## src/ctg_map.svh

```systemverilog
// register map, field positions and reset values of the capture timer
// assumes an 8-bit register port addressed by word index
`ifndef CTG_MAP_SVH
`define CTG_MAP_SVH

// register port geometry
`define CTG_ADDR_W 3
`define CTG_DATA_W 8

// word offsets
`define CTG_OFS_MODE 3'h0
`define CTG_OFS_COUNT 3'h1
`define CTG_OFS_RISE 3'h2
`define CTG_OFS_FALL 3'h3
`define CTG_OFS_PIN_ONE 3'h4
`define CTG_OFS_PIN_THREE 3'h5
`define CTG_OFS_IRQ 3'h6

// timer_mode_reg fields
`define CTG_MODE_OVFH 7
`define CTG_MODE_OVFL 6
`define CTG_MODE_EDGE 5
`define CTG_MODE_CLR_HI 4
`define CTG_MODE_CLR_LO 3
`define CTG_MODE_OVIE 2
`define CTG_MODE_CKS_HI 1
`define CTG_MODE_CKS_LO 0

// single-bit registers
`define CTG_PIN_ONE_EN 0
`define CTG_PIN_THREE_NF 0
`define CTG_IRQ_FLAG 0

// reset values
`define CTG_RST_BYTE 8'h00
`define CTG_RST_CKS 2'h0
`define CTG_RST_CLR 2'h0

// clock divider taps
`define CTG_DIV_W 6
`define CTG_TAP_DIV64 5
`define CTG_TAP_DIV32 4
`define CTG_TAP_DIV2 0

`endif

```

## src/ctg_pkg.sv

```systemverilog
// types shared by the capture timer modules
// assumes ctg_map.svh supplies the numeric constants
package ctg_pkg;
  // count clock sources selected by count_clock_select_hi/lo
  typedef enum logic [1:0] {
    CTG_CKS_DIV64 = 2'h0,
    CTG_CKS_DIV32 = 2'h1,
    CTG_CKS_DIV2 = 2'h2,
    CTG_CKS_WATCH4 = 2'h3
  } ctg_cks_t;
endpackage

```

## src/ctg_clk_div.sv

```systemverilog
// count clock divider: system clock taps and watch clock divided by four
// assumes watch_clk_i is asynchronous and much slower than clk_sys_i
`timescale 1ns/1ps
`default_nettype none
`include "ctg_map.svh"
module ctg_clk_div
  import ctg_pkg::*;
(
  // clock and reset
  input wire logic clk_sys_i,
  input wire logic resetn_i,
  // control
  input wire ctg_cks_t cks_i,
  input wire logic watch_clk_i,
  // selected clock level
  output logic sel_clk_o
);
  logic [`CTG_DIV_W-1:0] div_ff;
  logic wclk_meta_ff;
  logic wclk_sync_ff;
  logic wclk_prev_ff;
  logic [1:0] wdiv_ff;
  logic nxt_sel;

  // free-running prescaler of the system clock
  always_ff @(posedge clk_sys_i or negedge resetn_i) begin
    if (!resetn_i) div_ff <= '0;
    else div_ff <= div_ff + 1'b1;
  end

  // watch clock crosses in through two flops before edge detection
  always_ff @(posedge clk_sys_i or negedge resetn_i) begin
    if (!resetn_i) begin
      wclk_meta_ff <= 1'b0;
      wclk_sync_ff <= 1'b0;
      wclk_prev_ff <= 1'b0;
    end else begin
      wclk_meta_ff <= watch_clk_i;
      wclk_sync_ff <= wclk_meta_ff;
      wclk_prev_ff <= wclk_sync_ff;
    end
  end

  // divide the synchronised watch clock by four; up to one system clock of jitter
  always_ff @(posedge clk_sys_i or negedge resetn_i) begin
    if (!resetn_i) wdiv_ff <= 2'h0;
    else if (wclk_sync_ff && !wclk_prev_ff) wdiv_ff <= wdiv_ff + 2'h1;
  end

  // source mux; a switch may show as an edge downstream, by design
  always_comb begin
    unique case (cks_i)
      CTG_CKS_DIV64: nxt_sel = div_ff[`CTG_TAP_DIV64];
      CTG_CKS_DIV32: nxt_sel = div_ff[`CTG_TAP_DIV32];
      CTG_CKS_DIV2: nxt_sel = div_ff[`CTG_TAP_DIV2];
      CTG_CKS_WATCH4: nxt_sel = wdiv_ff[1];
    endcase
  end

  // registered so that downstream edge detection sees a clean level
  always_ff @(posedge clk_sys_i or negedge resetn_i) begin
    if (!resetn_i) sel_clk_o <= 1'b0;
    else sel_clk_o <= nxt_sel;
  end
endmodule
`default_nettype wire

```

## src/ctg_noise_filter.sv

```systemverilog
// digital low-pass filter: a chain of sample latches and a match detector
// assumes din_i is already synchronised to clk_sys_i
`timescale 1ns/1ps
`default_nettype none
module ctg_noise_filter #(
  parameter int TAPS = 5
) (
  // clock and reset
  input wire logic clk_sys_i,
  input wire logic resetn_i,
  // sample strobe and data
  input wire logic sample_i,
  input wire logic din_i,
  // filtered level
  output logic dout_o
);
  logic [TAPS-1:0] taps_ff;
  logic all_hi;
  logic all_lo;

  if (TAPS < 2) begin : g_chk
    $error("ctg_noise_filter needs at least two taps");
  end

  // shift one sample per strobe
  always_ff @(posedge clk_sys_i or negedge resetn_i) begin
    if (!resetn_i) taps_ff <= '0;
    else if (sample_i) taps_ff <= {taps_ff[TAPS-2:0], din_i};
  end

  assign all_hi = &taps_ff;
  assign all_lo = ~|taps_ff;

  // output moves only when every latch agrees, else keeps its value
  always_ff @(posedge clk_sys_i or negedge resetn_i) begin
    if (!resetn_i) dout_o <= 1'b0;
    else if (all_hi) dout_o <= 1'b1;
    else if (all_lo) dout_o <= 1'b0;
  end

  a_filt_agree: assert property (@(posedge clk_sys_i) disable iff (!resetn_i)
    (dout_o != $past(dout_o)) |-> $past(all_hi || all_lo))
    else $error("filter output moved without full agreement");
endmodule
`default_nettype wire

```

## src/ctg_capture_timer.sv

```systemverilog
// capture timer: 8-bit up counter with edge capture, noise filter and
// the spurious edges that come from switching clock, pin function or filter
// assumes a single-cycle register port and an asynchronous capture pin
`timescale 1ns/1ps
`default_nettype none
`include "ctg_map.svh"
// Function
// - count on falling edge of count clock
// - clock switch high to low counts once more
// - pin enable set, pin high: rising edge
// - pin enable cleared, pin high: falling edge
// - filter on high, early enable: rising edge
// - filter on low, early enable: falling edge
// - filter on high, late disable: falling edge
// - capture input low while pin disabled
// - pin rose, early filter on: rising edge
// - pin fell, early filter off: falling edge
// - spurious matching edge sets interrupt flag
// - filter updates only when five latches agree
// - no filter: sample on system clock
// - edges copy counter to capture registers
// - selected edge sets interrupt flag
module ctg_capture_timer
  import ctg_pkg::*;
#(
  parameter int CNT_W = 8,
  parameter int FILT_TAPS = 5
) (
  // clock and reset
  input wire logic clk_sys_i,
  input wire logic resetn_i,
  // register port
  input wire logic [`CTG_ADDR_W-1:0] reg_addr_i,
  input wire logic [`CTG_DATA_W-1:0] reg_wdata_i,
  input wire logic reg_wr_i,
  input wire logic reg_rd_i,
  output logic [`CTG_DATA_W-1:0] reg_rdata_o,
  // pins
  input wire logic capture_pin_i,
  input wire logic watch_clk_i,
  // events and flag
  output logic capture_rise_o,
  output logic capture_fall_o,
  output logic timer_irq_flag_o
);
  localparam logic [CNT_W-1:0] CNT_MAX = '1;
  localparam logic [3:0] SETTLE = 4'(FILT_TAPS);

  if (CNT_W < 2 || CNT_W > `CTG_DATA_W || FILT_TAPS < 2 || FILT_TAPS > 15) begin : g_chk
    $error("ctg_capture_timer parameters out of range");
  end

  // register state
  logic ovfh_ff;
  logic ovfl_ff;
  logic irq_edge_sel_ff; // capture_irq_edge_select: 1 rising, 0 falling
  logic counter_clear_select_hi_ff;
  logic counter_clear_select_lo_ff;
  logic ovie_ff;
  ctg_cks_t cks_ff;
  logic capture_pin_enable_ff;
  logic noise_filter_enable_ff;
  logic timer_irq_flag_ff;
  logic [CNT_W-1:0] counter_ff;
  logic [CNT_W-1:0] rise_cap_ff;
  logic [CNT_W-1:0] fall_cap_ff;

  // datapath state
  logic pin_meta_ff;
  logic pin_sync_ff;
  logic sel_clk;
  logic sel_prev_ff;
  logic filt_out;
  logic [3:0] settle_ff;
  logic settled_ff;
  logic sig_prev_ff;
  logic pin_en_prev_ff;
  logic nf_prev_ff;

  // decoded strobes and combinational terms
  logic wr_mode;
  logic wr_pin_one;
  logic wr_pin_three;
  logic wr_irq;
  logic samp_stb;
  logic settled;
  logic src;
  logic sig;
  logic pin_en_rise;
  logic nf_rise;
  logic inj_fall;
  logic inj_rise;
  logic cap_rise;
  logic cap_fall;
  logic cnt_inc;
  logic cnt_clr;
  logic cnt_ovf;
  logic irq_set;
  logic [`CTG_DATA_W-1:0] nxt_rdata;

  assign wr_mode = reg_wr_i && (reg_addr_i == `CTG_OFS_MODE);
  assign wr_pin_one = reg_wr_i && (reg_addr_i == `CTG_OFS_PIN_ONE);
  assign wr_pin_three = reg_wr_i && (reg_addr_i == `CTG_OFS_PIN_THREE);
  assign wr_irq = reg_wr_i && (reg_addr_i == `CTG_OFS_IRQ);

  // capture pin through two flops before any logic sees it
  always_ff @(posedge clk_sys_i or negedge resetn_i) begin
    if (!resetn_i) begin
      pin_meta_ff <= 1'b0;
      pin_sync_ff <= 1'b0;
    end else begin
      pin_meta_ff <= capture_pin_i;
      pin_sync_ff <= pin_meta_ff;
    end
  end

  ctg_clk_div u_div (
    .clk_sys_i(clk_sys_i),
    .resetn_i(resetn_i),
    .cks_i(cks_ff),
    .watch_clk_i(watch_clk_i),
    .sel_clk_o(sel_clk)
  );

  // filter samples on the count clock rising edge, else every system clock
  assign samp_stb = noise_filter_enable_ff ? (sel_clk && !sel_prev_ff) : 1'b1;

  ctg_noise_filter #(.TAPS(FILT_TAPS)) u_filt (
    .clk_sys_i(clk_sys_i),
    .resetn_i(resetn_i),
    .sample_i(samp_stb),
    .din_i(pin_sync_ff),
    .dout_o(filt_out)
  );

  // samples taken since the filter was switched on, saturating
  always_ff @(posedge clk_sys_i or negedge resetn_i) begin
    if (!resetn_i) settle_ff <= 4'h0;
    else if (!noise_filter_enable_ff) settle_ff <= 4'h0;
    else if (samp_stb && settle_ff != SETTLE) settle_ff <= settle_ff + 4'h1;
  end
  // filter output lags the last sample by one clock; waiting for it avoids a false edge
  always_ff @(posedge clk_sys_i or negedge resetn_i) begin
    if (!resetn_i) settled_ff <= 1'b0;
    else settled_ff <= (settle_ff == SETTLE);
  end
  assign settled = settled_ff && (settle_ff == SETTLE);

  // raw pin is used until the filter has settled; noise passes in that window
  assign src = (noise_filter_enable_ff && settled) ? filt_out : pin_sync_ff;
  assign sig = capture_pin_enable_ff & src;

  // previous levels for edge and switch detection
  always_ff @(posedge clk_sys_i or negedge resetn_i) begin
    if (!resetn_i) begin
      sig_prev_ff <= 1'b0;
      sel_prev_ff <= 1'b0;
      pin_en_prev_ff <= 1'b0;
      nf_prev_ff <= 1'b0;
    end else begin
      sig_prev_ff <= sig;
      sel_prev_ff <= sel_clk;
      pin_en_prev_ff <= capture_pin_enable_ff;
      nf_prev_ff <= noise_filter_enable_ff;
    end
  end

  assign pin_en_rise = capture_pin_enable_ff && !pin_en_prev_ff;
  assign nf_rise = noise_filter_enable_ff && !nf_prev_ff;

  // switching hazards that the plain level compare would not show
  assign inj_fall = pin_en_rise && noise_filter_enable_ff && !settled && !pin_sync_ff;
  assign inj_rise = nf_rise && capture_pin_enable_ff && pin_sync_ff && !filt_out;

  // gate changes and mux changes show as edges on their own
  always_comb begin
    cap_rise = sig && !sig_prev_ff;
    cap_fall = !sig && sig_prev_ff;
    if (inj_fall) begin
      cap_rise = 1'b0;
      cap_fall = 1'b1;
    end else if (inj_rise) begin
      cap_rise = 1'b1;
      cap_fall = 1'b0;
    end
  end

  // counter steps on the count clock falling edge, switches included
  assign cnt_inc = sel_prev_ff && !sel_clk;
  assign cnt_clr = (cap_rise && counter_clear_select_hi_ff) ||
                   (cap_fall && counter_clear_select_lo_ff);
  assign cnt_ovf = cnt_inc && !cnt_clr && (counter_ff == CNT_MAX);

  // clear wins over increment so a width reads from zero
  always_ff @(posedge clk_sys_i or negedge resetn_i) begin
    if (!resetn_i) counter_ff <= '0;
    else if (cnt_clr) counter_ff <= '0;
    else if (cnt_inc) counter_ff <= counter_ff + 1'b1;
  end

  // capture registers take the value before any clear
  always_ff @(posedge clk_sys_i or negedge resetn_i) begin
    if (!resetn_i) begin
      rise_cap_ff <= '0;
      fall_cap_ff <= '0;
    end else begin
      if (cap_rise) rise_cap_ff <= counter_ff;
      if (cap_fall) fall_cap_ff <= counter_ff;
    end
  end

  // mode register; overflow flags set by hardware, cleared by writing 0
  always_ff @(posedge clk_sys_i or negedge resetn_i) begin
    if (!resetn_i) begin
      ovfh_ff <= 1'b0;
      ovfl_ff <= 1'b0;
      irq_edge_sel_ff <= 1'b0;
      counter_clear_select_hi_ff <= 1'b0;
      counter_clear_select_lo_ff <= 1'b0;
      ovie_ff <= 1'b0;
      cks_ff <= CTG_CKS_DIV64;
    end else begin
      if (wr_mode) begin
        irq_edge_sel_ff <= reg_wdata_i[`CTG_MODE_EDGE];
        counter_clear_select_hi_ff <= reg_wdata_i[`CTG_MODE_CLR_HI];
        counter_clear_select_lo_ff <= reg_wdata_i[`CTG_MODE_CLR_LO];
        ovie_ff <= reg_wdata_i[`CTG_MODE_OVIE];
        cks_ff <= ctg_cks_t'({reg_wdata_i[`CTG_MODE_CKS_HI], reg_wdata_i[`CTG_MODE_CKS_LO]});
        if (!reg_wdata_i[`CTG_MODE_OVFH]) ovfh_ff <= 1'b0;
        if (!reg_wdata_i[`CTG_MODE_OVFL]) ovfl_ff <= 1'b0;
      end
      // set after clear so a coincident overflow is kept
      if (cnt_ovf && sig) ovfh_ff <= 1'b1;
      if (cnt_ovf && !sig) ovfl_ff <= 1'b1;
    end
  end

  // pin function and filter enables
  always_ff @(posedge clk_sys_i or negedge resetn_i) begin
    if (!resetn_i) begin
      capture_pin_enable_ff <= 1'b0;
      noise_filter_enable_ff <= 1'b0;
    end else begin
      if (wr_pin_one) capture_pin_enable_ff <= reg_wdata_i[`CTG_PIN_ONE_EN];
      if (wr_pin_three) noise_filter_enable_ff <= reg_wdata_i[`CTG_PIN_THREE_NF];
    end
  end

  // selected edge or enabled overflow raises the flag, spurious edges too
  assign irq_set = (cap_rise && irq_edge_sel_ff) || (cap_fall && !irq_edge_sel_ff) ||
                   (cnt_ovf && ovie_ff);

  // flag clears on a written 0; a set in the same cycle wins
  always_ff @(posedge clk_sys_i or negedge resetn_i) begin
    if (!resetn_i) timer_irq_flag_ff <= 1'b0;
    else if (irq_set) timer_irq_flag_ff <= 1'b1;
    else if (wr_irq && !reg_wdata_i[`CTG_IRQ_FLAG]) timer_irq_flag_ff <= 1'b0;
  end

  // read mux; unmapped words read as zero
  always_comb begin
    nxt_rdata = `CTG_RST_BYTE;
    unique case (reg_addr_i)
      `CTG_OFS_MODE: begin
        nxt_rdata[`CTG_MODE_OVFH] = ovfh_ff;
        nxt_rdata[`CTG_MODE_OVFL] = ovfl_ff;
        nxt_rdata[`CTG_MODE_EDGE] = irq_edge_sel_ff;
        nxt_rdata[`CTG_MODE_CLR_HI] = counter_clear_select_hi_ff;
        nxt_rdata[`CTG_MODE_CLR_LO] = counter_clear_select_lo_ff;
        nxt_rdata[`CTG_MODE_OVIE] = ovie_ff;
        nxt_rdata[`CTG_MODE_CKS_HI] = cks_ff[1];
        nxt_rdata[`CTG_MODE_CKS_LO] = cks_ff[0];
      end
      `CTG_OFS_COUNT: nxt_rdata[CNT_W-1:0] = counter_ff;
      `CTG_OFS_RISE: nxt_rdata[CNT_W-1:0] = rise_cap_ff;
      `CTG_OFS_FALL: nxt_rdata[CNT_W-1:0] = fall_cap_ff;
      `CTG_OFS_PIN_ONE: nxt_rdata[`CTG_PIN_ONE_EN] = capture_pin_enable_ff;
      `CTG_OFS_PIN_THREE: nxt_rdata[`CTG_PIN_THREE_NF] = noise_filter_enable_ff;
      `CTG_OFS_IRQ: nxt_rdata[`CTG_IRQ_FLAG] = timer_irq_flag_ff;
      default: nxt_rdata = `CTG_RST_BYTE;
    endcase
  end

  // read data stands only in the cycle after the strobe
  always_ff @(posedge clk_sys_i or negedge resetn_i) begin
    if (!resetn_i) reg_rdata_o <= `CTG_RST_BYTE;
    else if (reg_rd_i) reg_rdata_o <= nxt_rdata;
    else reg_rdata_o <= `CTG_RST_BYTE;
  end

  // edge pulses registered for the outside, one cycle late
  always_ff @(posedge clk_sys_i or negedge resetn_i) begin
    if (!resetn_i) begin
      capture_rise_o <= 1'b0;
      capture_fall_o <= 1'b0;
    end else begin
      capture_rise_o <= cap_rise;
      capture_fall_o <= cap_fall;
    end
  end

  assign timer_irq_flag_o = timer_irq_flag_ff;

  a_count_on_fall: assert property (@(posedge clk_sys_i) disable iff (!resetn_i)
    (sel_prev_ff && !sel_clk && !cnt_clr) |=> counter_ff == $past(counter_ff) + 1'b1)
    else $error("counter missed a count clock falling edge");
  a_switch_extra: assert property (@(posedge clk_sys_i) disable iff (!resetn_i)
    ($past(wr_mode, 2) && $past(sel_clk) && !sel_clk && !cnt_clr)
    |=> counter_ff != $past(counter_ff))
    else $error("high to low clock switch did not count");
  a_pin_en_rise: assert property (@(posedge clk_sys_i) disable iff (!resetn_i)
    (pin_en_rise && pin_sync_ff && !noise_filter_enable_ff) |=> rise_cap_ff == $past(counter_ff))
    else $error("pin enable with pin high gave no rising capture");
  a_pin_en_fall: assert property (@(posedge clk_sys_i) disable iff (!resetn_i)
    (!capture_pin_enable_ff && pin_en_prev_ff && sig_prev_ff) |-> cap_fall)
    else $error("pin disable with pin high gave no falling edge");
  a_filt_early_hi: assert property (@(posedge clk_sys_i) disable iff (!resetn_i)
    (pin_en_rise && noise_filter_enable_ff && !settled && pin_sync_ff) |-> cap_rise)
    else $error("early enable with pin high gave no rising edge");
  a_filt_early_lo: assert property (@(posedge clk_sys_i) disable iff (!resetn_i)
    (pin_en_rise && noise_filter_enable_ff && !settled && !pin_sync_ff)
    |=> fall_cap_ff == $past(counter_ff))
    else $error("early enable with pin low gave no falling capture");
  a_gate_low: assert property (@(posedge clk_sys_i) disable iff (!resetn_i)
    !capture_pin_enable_ff |=> !sig_prev_ff)
    else $error("capture input not low while pin disabled");
  a_filt_on_rise: assert property (@(posedge clk_sys_i) disable iff (!resetn_i)
    (nf_rise && capture_pin_enable_ff && pin_sync_ff && !filt_out) |-> cap_rise)
    else $error("filter on after pin rise gave no rising edge");
  a_filt_off_fall: assert property (@(posedge clk_sys_i) disable iff (!resetn_i)
    (nf_prev_ff && !noise_filter_enable_ff && capture_pin_enable_ff && sig_prev_ff
     && !pin_sync_ff) |-> cap_fall)
    else $error("filter off after pin fall gave no falling edge");
  a_edge_sets_flag: assert property (@(posedge clk_sys_i) disable iff (!resetn_i)
    (cap_rise && irq_edge_sel_ff) ##1 1'b1 |-> timer_irq_flag_o)
    else $error("selected rising edge did not set the flag");
  a_clear_on_both: assert property (@(posedge clk_sys_i) disable iff (!resetn_i)
    ((cap_rise || cap_fall) && counter_clear_select_hi_ff && counter_clear_select_lo_ff)
    |=> counter_ff == '0)
    else $error("both-edge clear did not zero the counter");
endmodule
`default_nettype wire

```

## config.mk

```make
export PLATFORM = sky130hd
export DESIGN_NAME = ctg_capture_timer
export DESIGN_NICKNAME = d
export VERILOG_FILES = /design/src/ctg_pkg.sv /design/src/ctg_clk_div.sv /design/src/ctg_noise_filter.sv /design/src/ctg_capture_timer.sv
export VERILOG_INCLUDE_DIRS = /design/src
export SDC_FILE = /design/constraint.sdc
export NUM_CORES = 1
export LEC_CHECK = 0
export BUFFER_PORTS_ARGS = -buffer_cell sky130_fd_sc_hd__buf_2
export CAP_MARGIN = 20
export CORE_ASPECT_RATIO = 0.7
export CORE_UTILIZATION = 45
export DETAILED_ROUTE_END_ITERATION = 8
export PLACE_DENSITY = 0.65
export SLEW_MARGIN = 20
export SYNTH_ARGS = -nofsm -noshare
export SYNTH_HDL_FRONTEND = slang
export SYNTH_SLANG_ARGS = --single-unit
```

## constraint.sdc

```tcl
create_clock -name clk_sys_i -period 2.75 [get_ports clk_sys_i]
set_clock_uncertainty 0.15 [all_clocks]
set_input_delay 0.1375 -clock clk_sys_i [delete_from_list [all_inputs] [get_ports clk_sys_i]]
set_output_delay 0.1375 -clock clk_sys_i [all_outputs]
set_load 0.05 [all_outputs]
```

==> run summary <==
cell count of the worst hold path: 3
WS Path Type: reg -> reg
vias per cell: 5.12
final standard cell count with taps included and fillers excluded: 400
number of detailed-route iterations in the first pass: 4
fin crit period: 2.41 ns
routability congestion estimate from global placement: 0.774
vias in the first global route: 1,977
clock net sink count: 74
area added between synthesis and finish: 16.6%
fin crit share: 0.875
number of DRC markers in iteration 0: 93
Slew Viols, Final: 0
logic depth of the worst register-to-register path: 8
switching share of power: 0.305
final design area excluding fillers: 3810 um^2
Clock Path Buffers: 2
Total Wirelength: 6110 um
dpl cell area: 3500 um^2
most common flop cell mapped by yosys: sky130_fd_sc_hd__dfrtp_1
area share of the largest cell type after synthesis: 0.567
Final HPWL DP: 4180 um
max cap viols: 0
fraction of layout cells with a size suffix above 1: 0.268
routing usage on met3: 0.0621
fraction of registers with async set/reset: 1.00
post-synth top area cell: sky130_fd_sc_hd__dfrtp_1
setup total negative slack: 0 ns
ANT cells: 0
total number of vias: 2,046
peak supply drop: 0.000367 V
antenna violations before repair: 0
GR met1 Demand/Resource: 0.271
mean cell area of the mapped netlist: 12.9 um^2
largest net degree at the start of global routing: 75
final number of hold-violating endpoints: 0
final-layout worst hold slack: 0.0579 ns
global-route wire length before repair: 10,400 um
CTS buffer count: 9
Antenna Violating Nets Remaining: 0
H-tree levels: 3
CTS clk-pin slew, worst paths: 0.07 ns
clock group share of total power: 0.256
Skew-Pair Late Insertion Delay: 0.34 ns
Placement Rows: 25
total internal power: 1.95 mW
outcome: completed
starting utilization of the core area: 0.475
PwrDens: 735 nW/um^2
maximum fanout along the worst path: 13
leakage power of the design: 1.80 nW
switching power total: 0.855 mW
Slew Limit Headroom: 0.399
data arrival time at the worst-slack endpoint: 2.48 ns
worst min-delay path category: in -> reg
sequential cell area fraction in the yosys report: 0.567
flop and latch count out of synthesis: 74
achievable frequency: 416 MHz
launching element type of the critical path: register
GR peak layer: met1
synthesis warning total: 0
main area contributors after synthesis: sky130_fd_sc_hd__dfrtp_1 57%, sky130_fd_sc_hd__mux2_2 6.5%, sky130_fd_sc_hd__mux2i_1 4.6%
y dimension of the die: 73.3 um
slew at the pin with the worst max-slew slack: 0.902 ns
Unique masters post-synth: 48
post-cts gate resize count: 0
post-synthesis net count: 274
GRT Util Overall: 0.182
number of fill cells in the layout: 593
core area: 6880 um^2
total of buffers placed on input and output ports: 27
Top Ports: 28
Cells after DPL: 370
Die Wd: 104 um
EDFF count, synth: 0
Required @ worst endpoint: 2.82 ns
CTS tree: yes
setup repair after global routing missed its margin: false
met2 layer usage reported by global route: 0.246
Post-Synthesis Cell Area: 3270 um^2
Combinational Power Share: 0.222
buffers inserted during post-CTS setup optimization: 0
cell chosen for the clock root: sky130_fd_sc_hd__clkbuf_8
Total Die Area: 7610 um^2
number of instances in the synthesized netlist: 253
net count reported at finish: 322
DRC: 0
nature of the critical path endpoint: register
proportion of power drawn by flip-flops and latches: 0.522
final setup violation count: 0
gr ovfl total: 0
average wire per standard cell: 15.3 um
[through the flow]
stage	util	setup slack (ns)	power (mW)
2_1_floorplan	-	0.566	1.89
3_3_place_gp	0.509	0.484	2.07
3_5_place_dp	0.509	0.382	2.08
4_1_cts	0.553	0.356	2.83
5_1_grt	0.553	0.175	2.97
6_report	0.553	0.345	2.80
[timing repair]
| item | 4_1_cts | 5_1_grt |
|---|---|---|
| endpoints found under the setup margin | 0 | 0 |
| hold buffers | 14 | 0 |
| hold endpoints to repair | 87 | 0 |
[state kept, by name (all words and copies together) (netlist names), 2 cells and up]
register / count
fall_cap_ff: 8
reg_rdata_o: 8
u_filt.taps_ff: 5
counter_ff: 8
u_div.div_ff: 6
rise_cap_ff: 8
settle_ff: 4
cks_ff: 2
u_div.wdiv_ff: 2
[layer usage]
| layer | share of wire | wire length (um) |
|---|---|---|
| met1 | 0.55 | 3340 |
| met2 | 0.40 | 2450 |
| met3 | 0.042 | 258 |
| met4 | 0.010 | 62 |
| met5 | 0 | 0 |
[power by group through the flow]
stage	clock network (mW)	registers (mW)	logic, mW
global route	0.788	1.49	0.688
CTS	0.748	1.46	0.626
finish	0.716	1.46	0.621
floorplan	0	1.48	0.413
detailed placement	0	1.48	0.600
global placement	0	1.48	0.590
[path summary, 6_finish.rpt]
path                       slack (ns)           from                    end
setup / recovery                 0.34   settle_ff[1]          counter_ff[5]
max in group asynchronous        1.54       resetn_i          counter_ff[4]
hold / removal                   0.06  reg_addr_i[1]         reg_rdata_o[6]
hold reg to reg                  0.20    pin_meta_ff            pin_sync_ff
setup reg to reg                 0.34   settle_ff[1]          counter_ff[5]
min in group asynchronous        0.31       resetn_i  capture_pin_enable_ff
[final cells by class]
class	count	area, um^2	share of cell area
sequential	74	1850	0.486
clock inverter	3	15.0	0.00394
tap	94	118	0.0309
inverter	7	26.3	0.00690
clock buffer	13	149	0.0391
timing repair buffer	44	300	0.0788
multi-input combinational	165	1350	0.354
[worst max-delay path, stage by stage, from the launching register on]
cell and delay, ns:
sky130_fd_sc_hd__dfrtp_1 0.41, sky130_fd_sc_hd__inv_1 0.06, sky130_fd_sc_hd__ha_1 0.17, sky130_fd_sc_hd__and4b_1 0.27
sky130_fd_sc_hd__nand3_1 0.21, sky130_fd_sc_hd__a2111oi_4 0.35, sky130_fd_sc_hd__buf_4 0.29, sky130_fd_sc_hd__a221o_2 0.30
sky130_fd_sc_hd__nor2_1 0.07
[cell families after synthesis]
logic type               after synthesis  synth area share
AO/OA/AOI/OAI                         31            0.0747
XOR/XNOR                              16            0.0429
adder cells (fa/ha/maj)                4            0.0153
buffers and inverters                 14            0.0203
flip-flops                            74             0.567
multiplexers                          44             0.162
AND/OR/NAND/NOR                       70             0.118
[cell usage in the layout, fill, tap and decap left out, types with 2 or more instances in the layout]
cell,instances
sky130_fd_sc_hd__nor2_1,16
sky130_fd_sc_hd__clkbuf_8,10
sky130_fd_sc_hd__xnor2_1,6
sky130_fd_sc_hd__buf_4,4
sky130_fd_sc_hd__o21ai_0,6
sky130_fd_sc_hd__dlygate4sd3_1,14
sky130_fd_sc_hd__ha_1,4
sky130_fd_sc_hd__xor2_1,10
sky130_fd_sc_hd__mux2_2,19
sky130_fd_sc_hd__mux4_2,2
sky130_fd_sc_hd__nand4_1,4
sky130_fd_sc_hd__nand4b_1,2
sky130_fd_sc_hd__nand3_1,3
sky130_fd_sc_hd__and4b_1,2
sky130_fd_sc_hd__and3_1,4
sky130_fd_sc_hd__a21o_1,2
sky130_fd_sc_hd__mux2i_1,15
sky130_fd_sc_hd__mux2_4,8
sky130_fd_sc_hd__clkinv_2,3
sky130_fd_sc_hd__nand2_1,13
sky130_fd_sc_hd__nand2b_1,6
sky130_fd_sc_hd__o31ai_1,5
sky130_fd_sc_hd__or2_2,2
sky130_fd_sc_hd__o22ai_1,7
sky130_fd_sc_hd__inv_1,6
sky130_fd_sc_hd__clkbuf_1,3
sky130_fd_sc_hd__dfrtp_1,74
sky130_fd_sc_hd__buf_2,26
sky130_fd_sc_hd__nor2b_1,2
sky130_fd_sc_hd__nand3b_1,2
sky130_fd_sc_hd__and2_1,7
[cells in the mapped netlist, drive strengths merged, types with 5 or more instances]
cell type  instances
mux2              27
o31ai              5
nand2b             6
inv                7
mux2i             15
o21ai              6
xor2              10
dfrtp             74
nand2             13
xnor2              6
nor2              17
and2               8
o22ai              7
(Power assumes the default switching activity.)
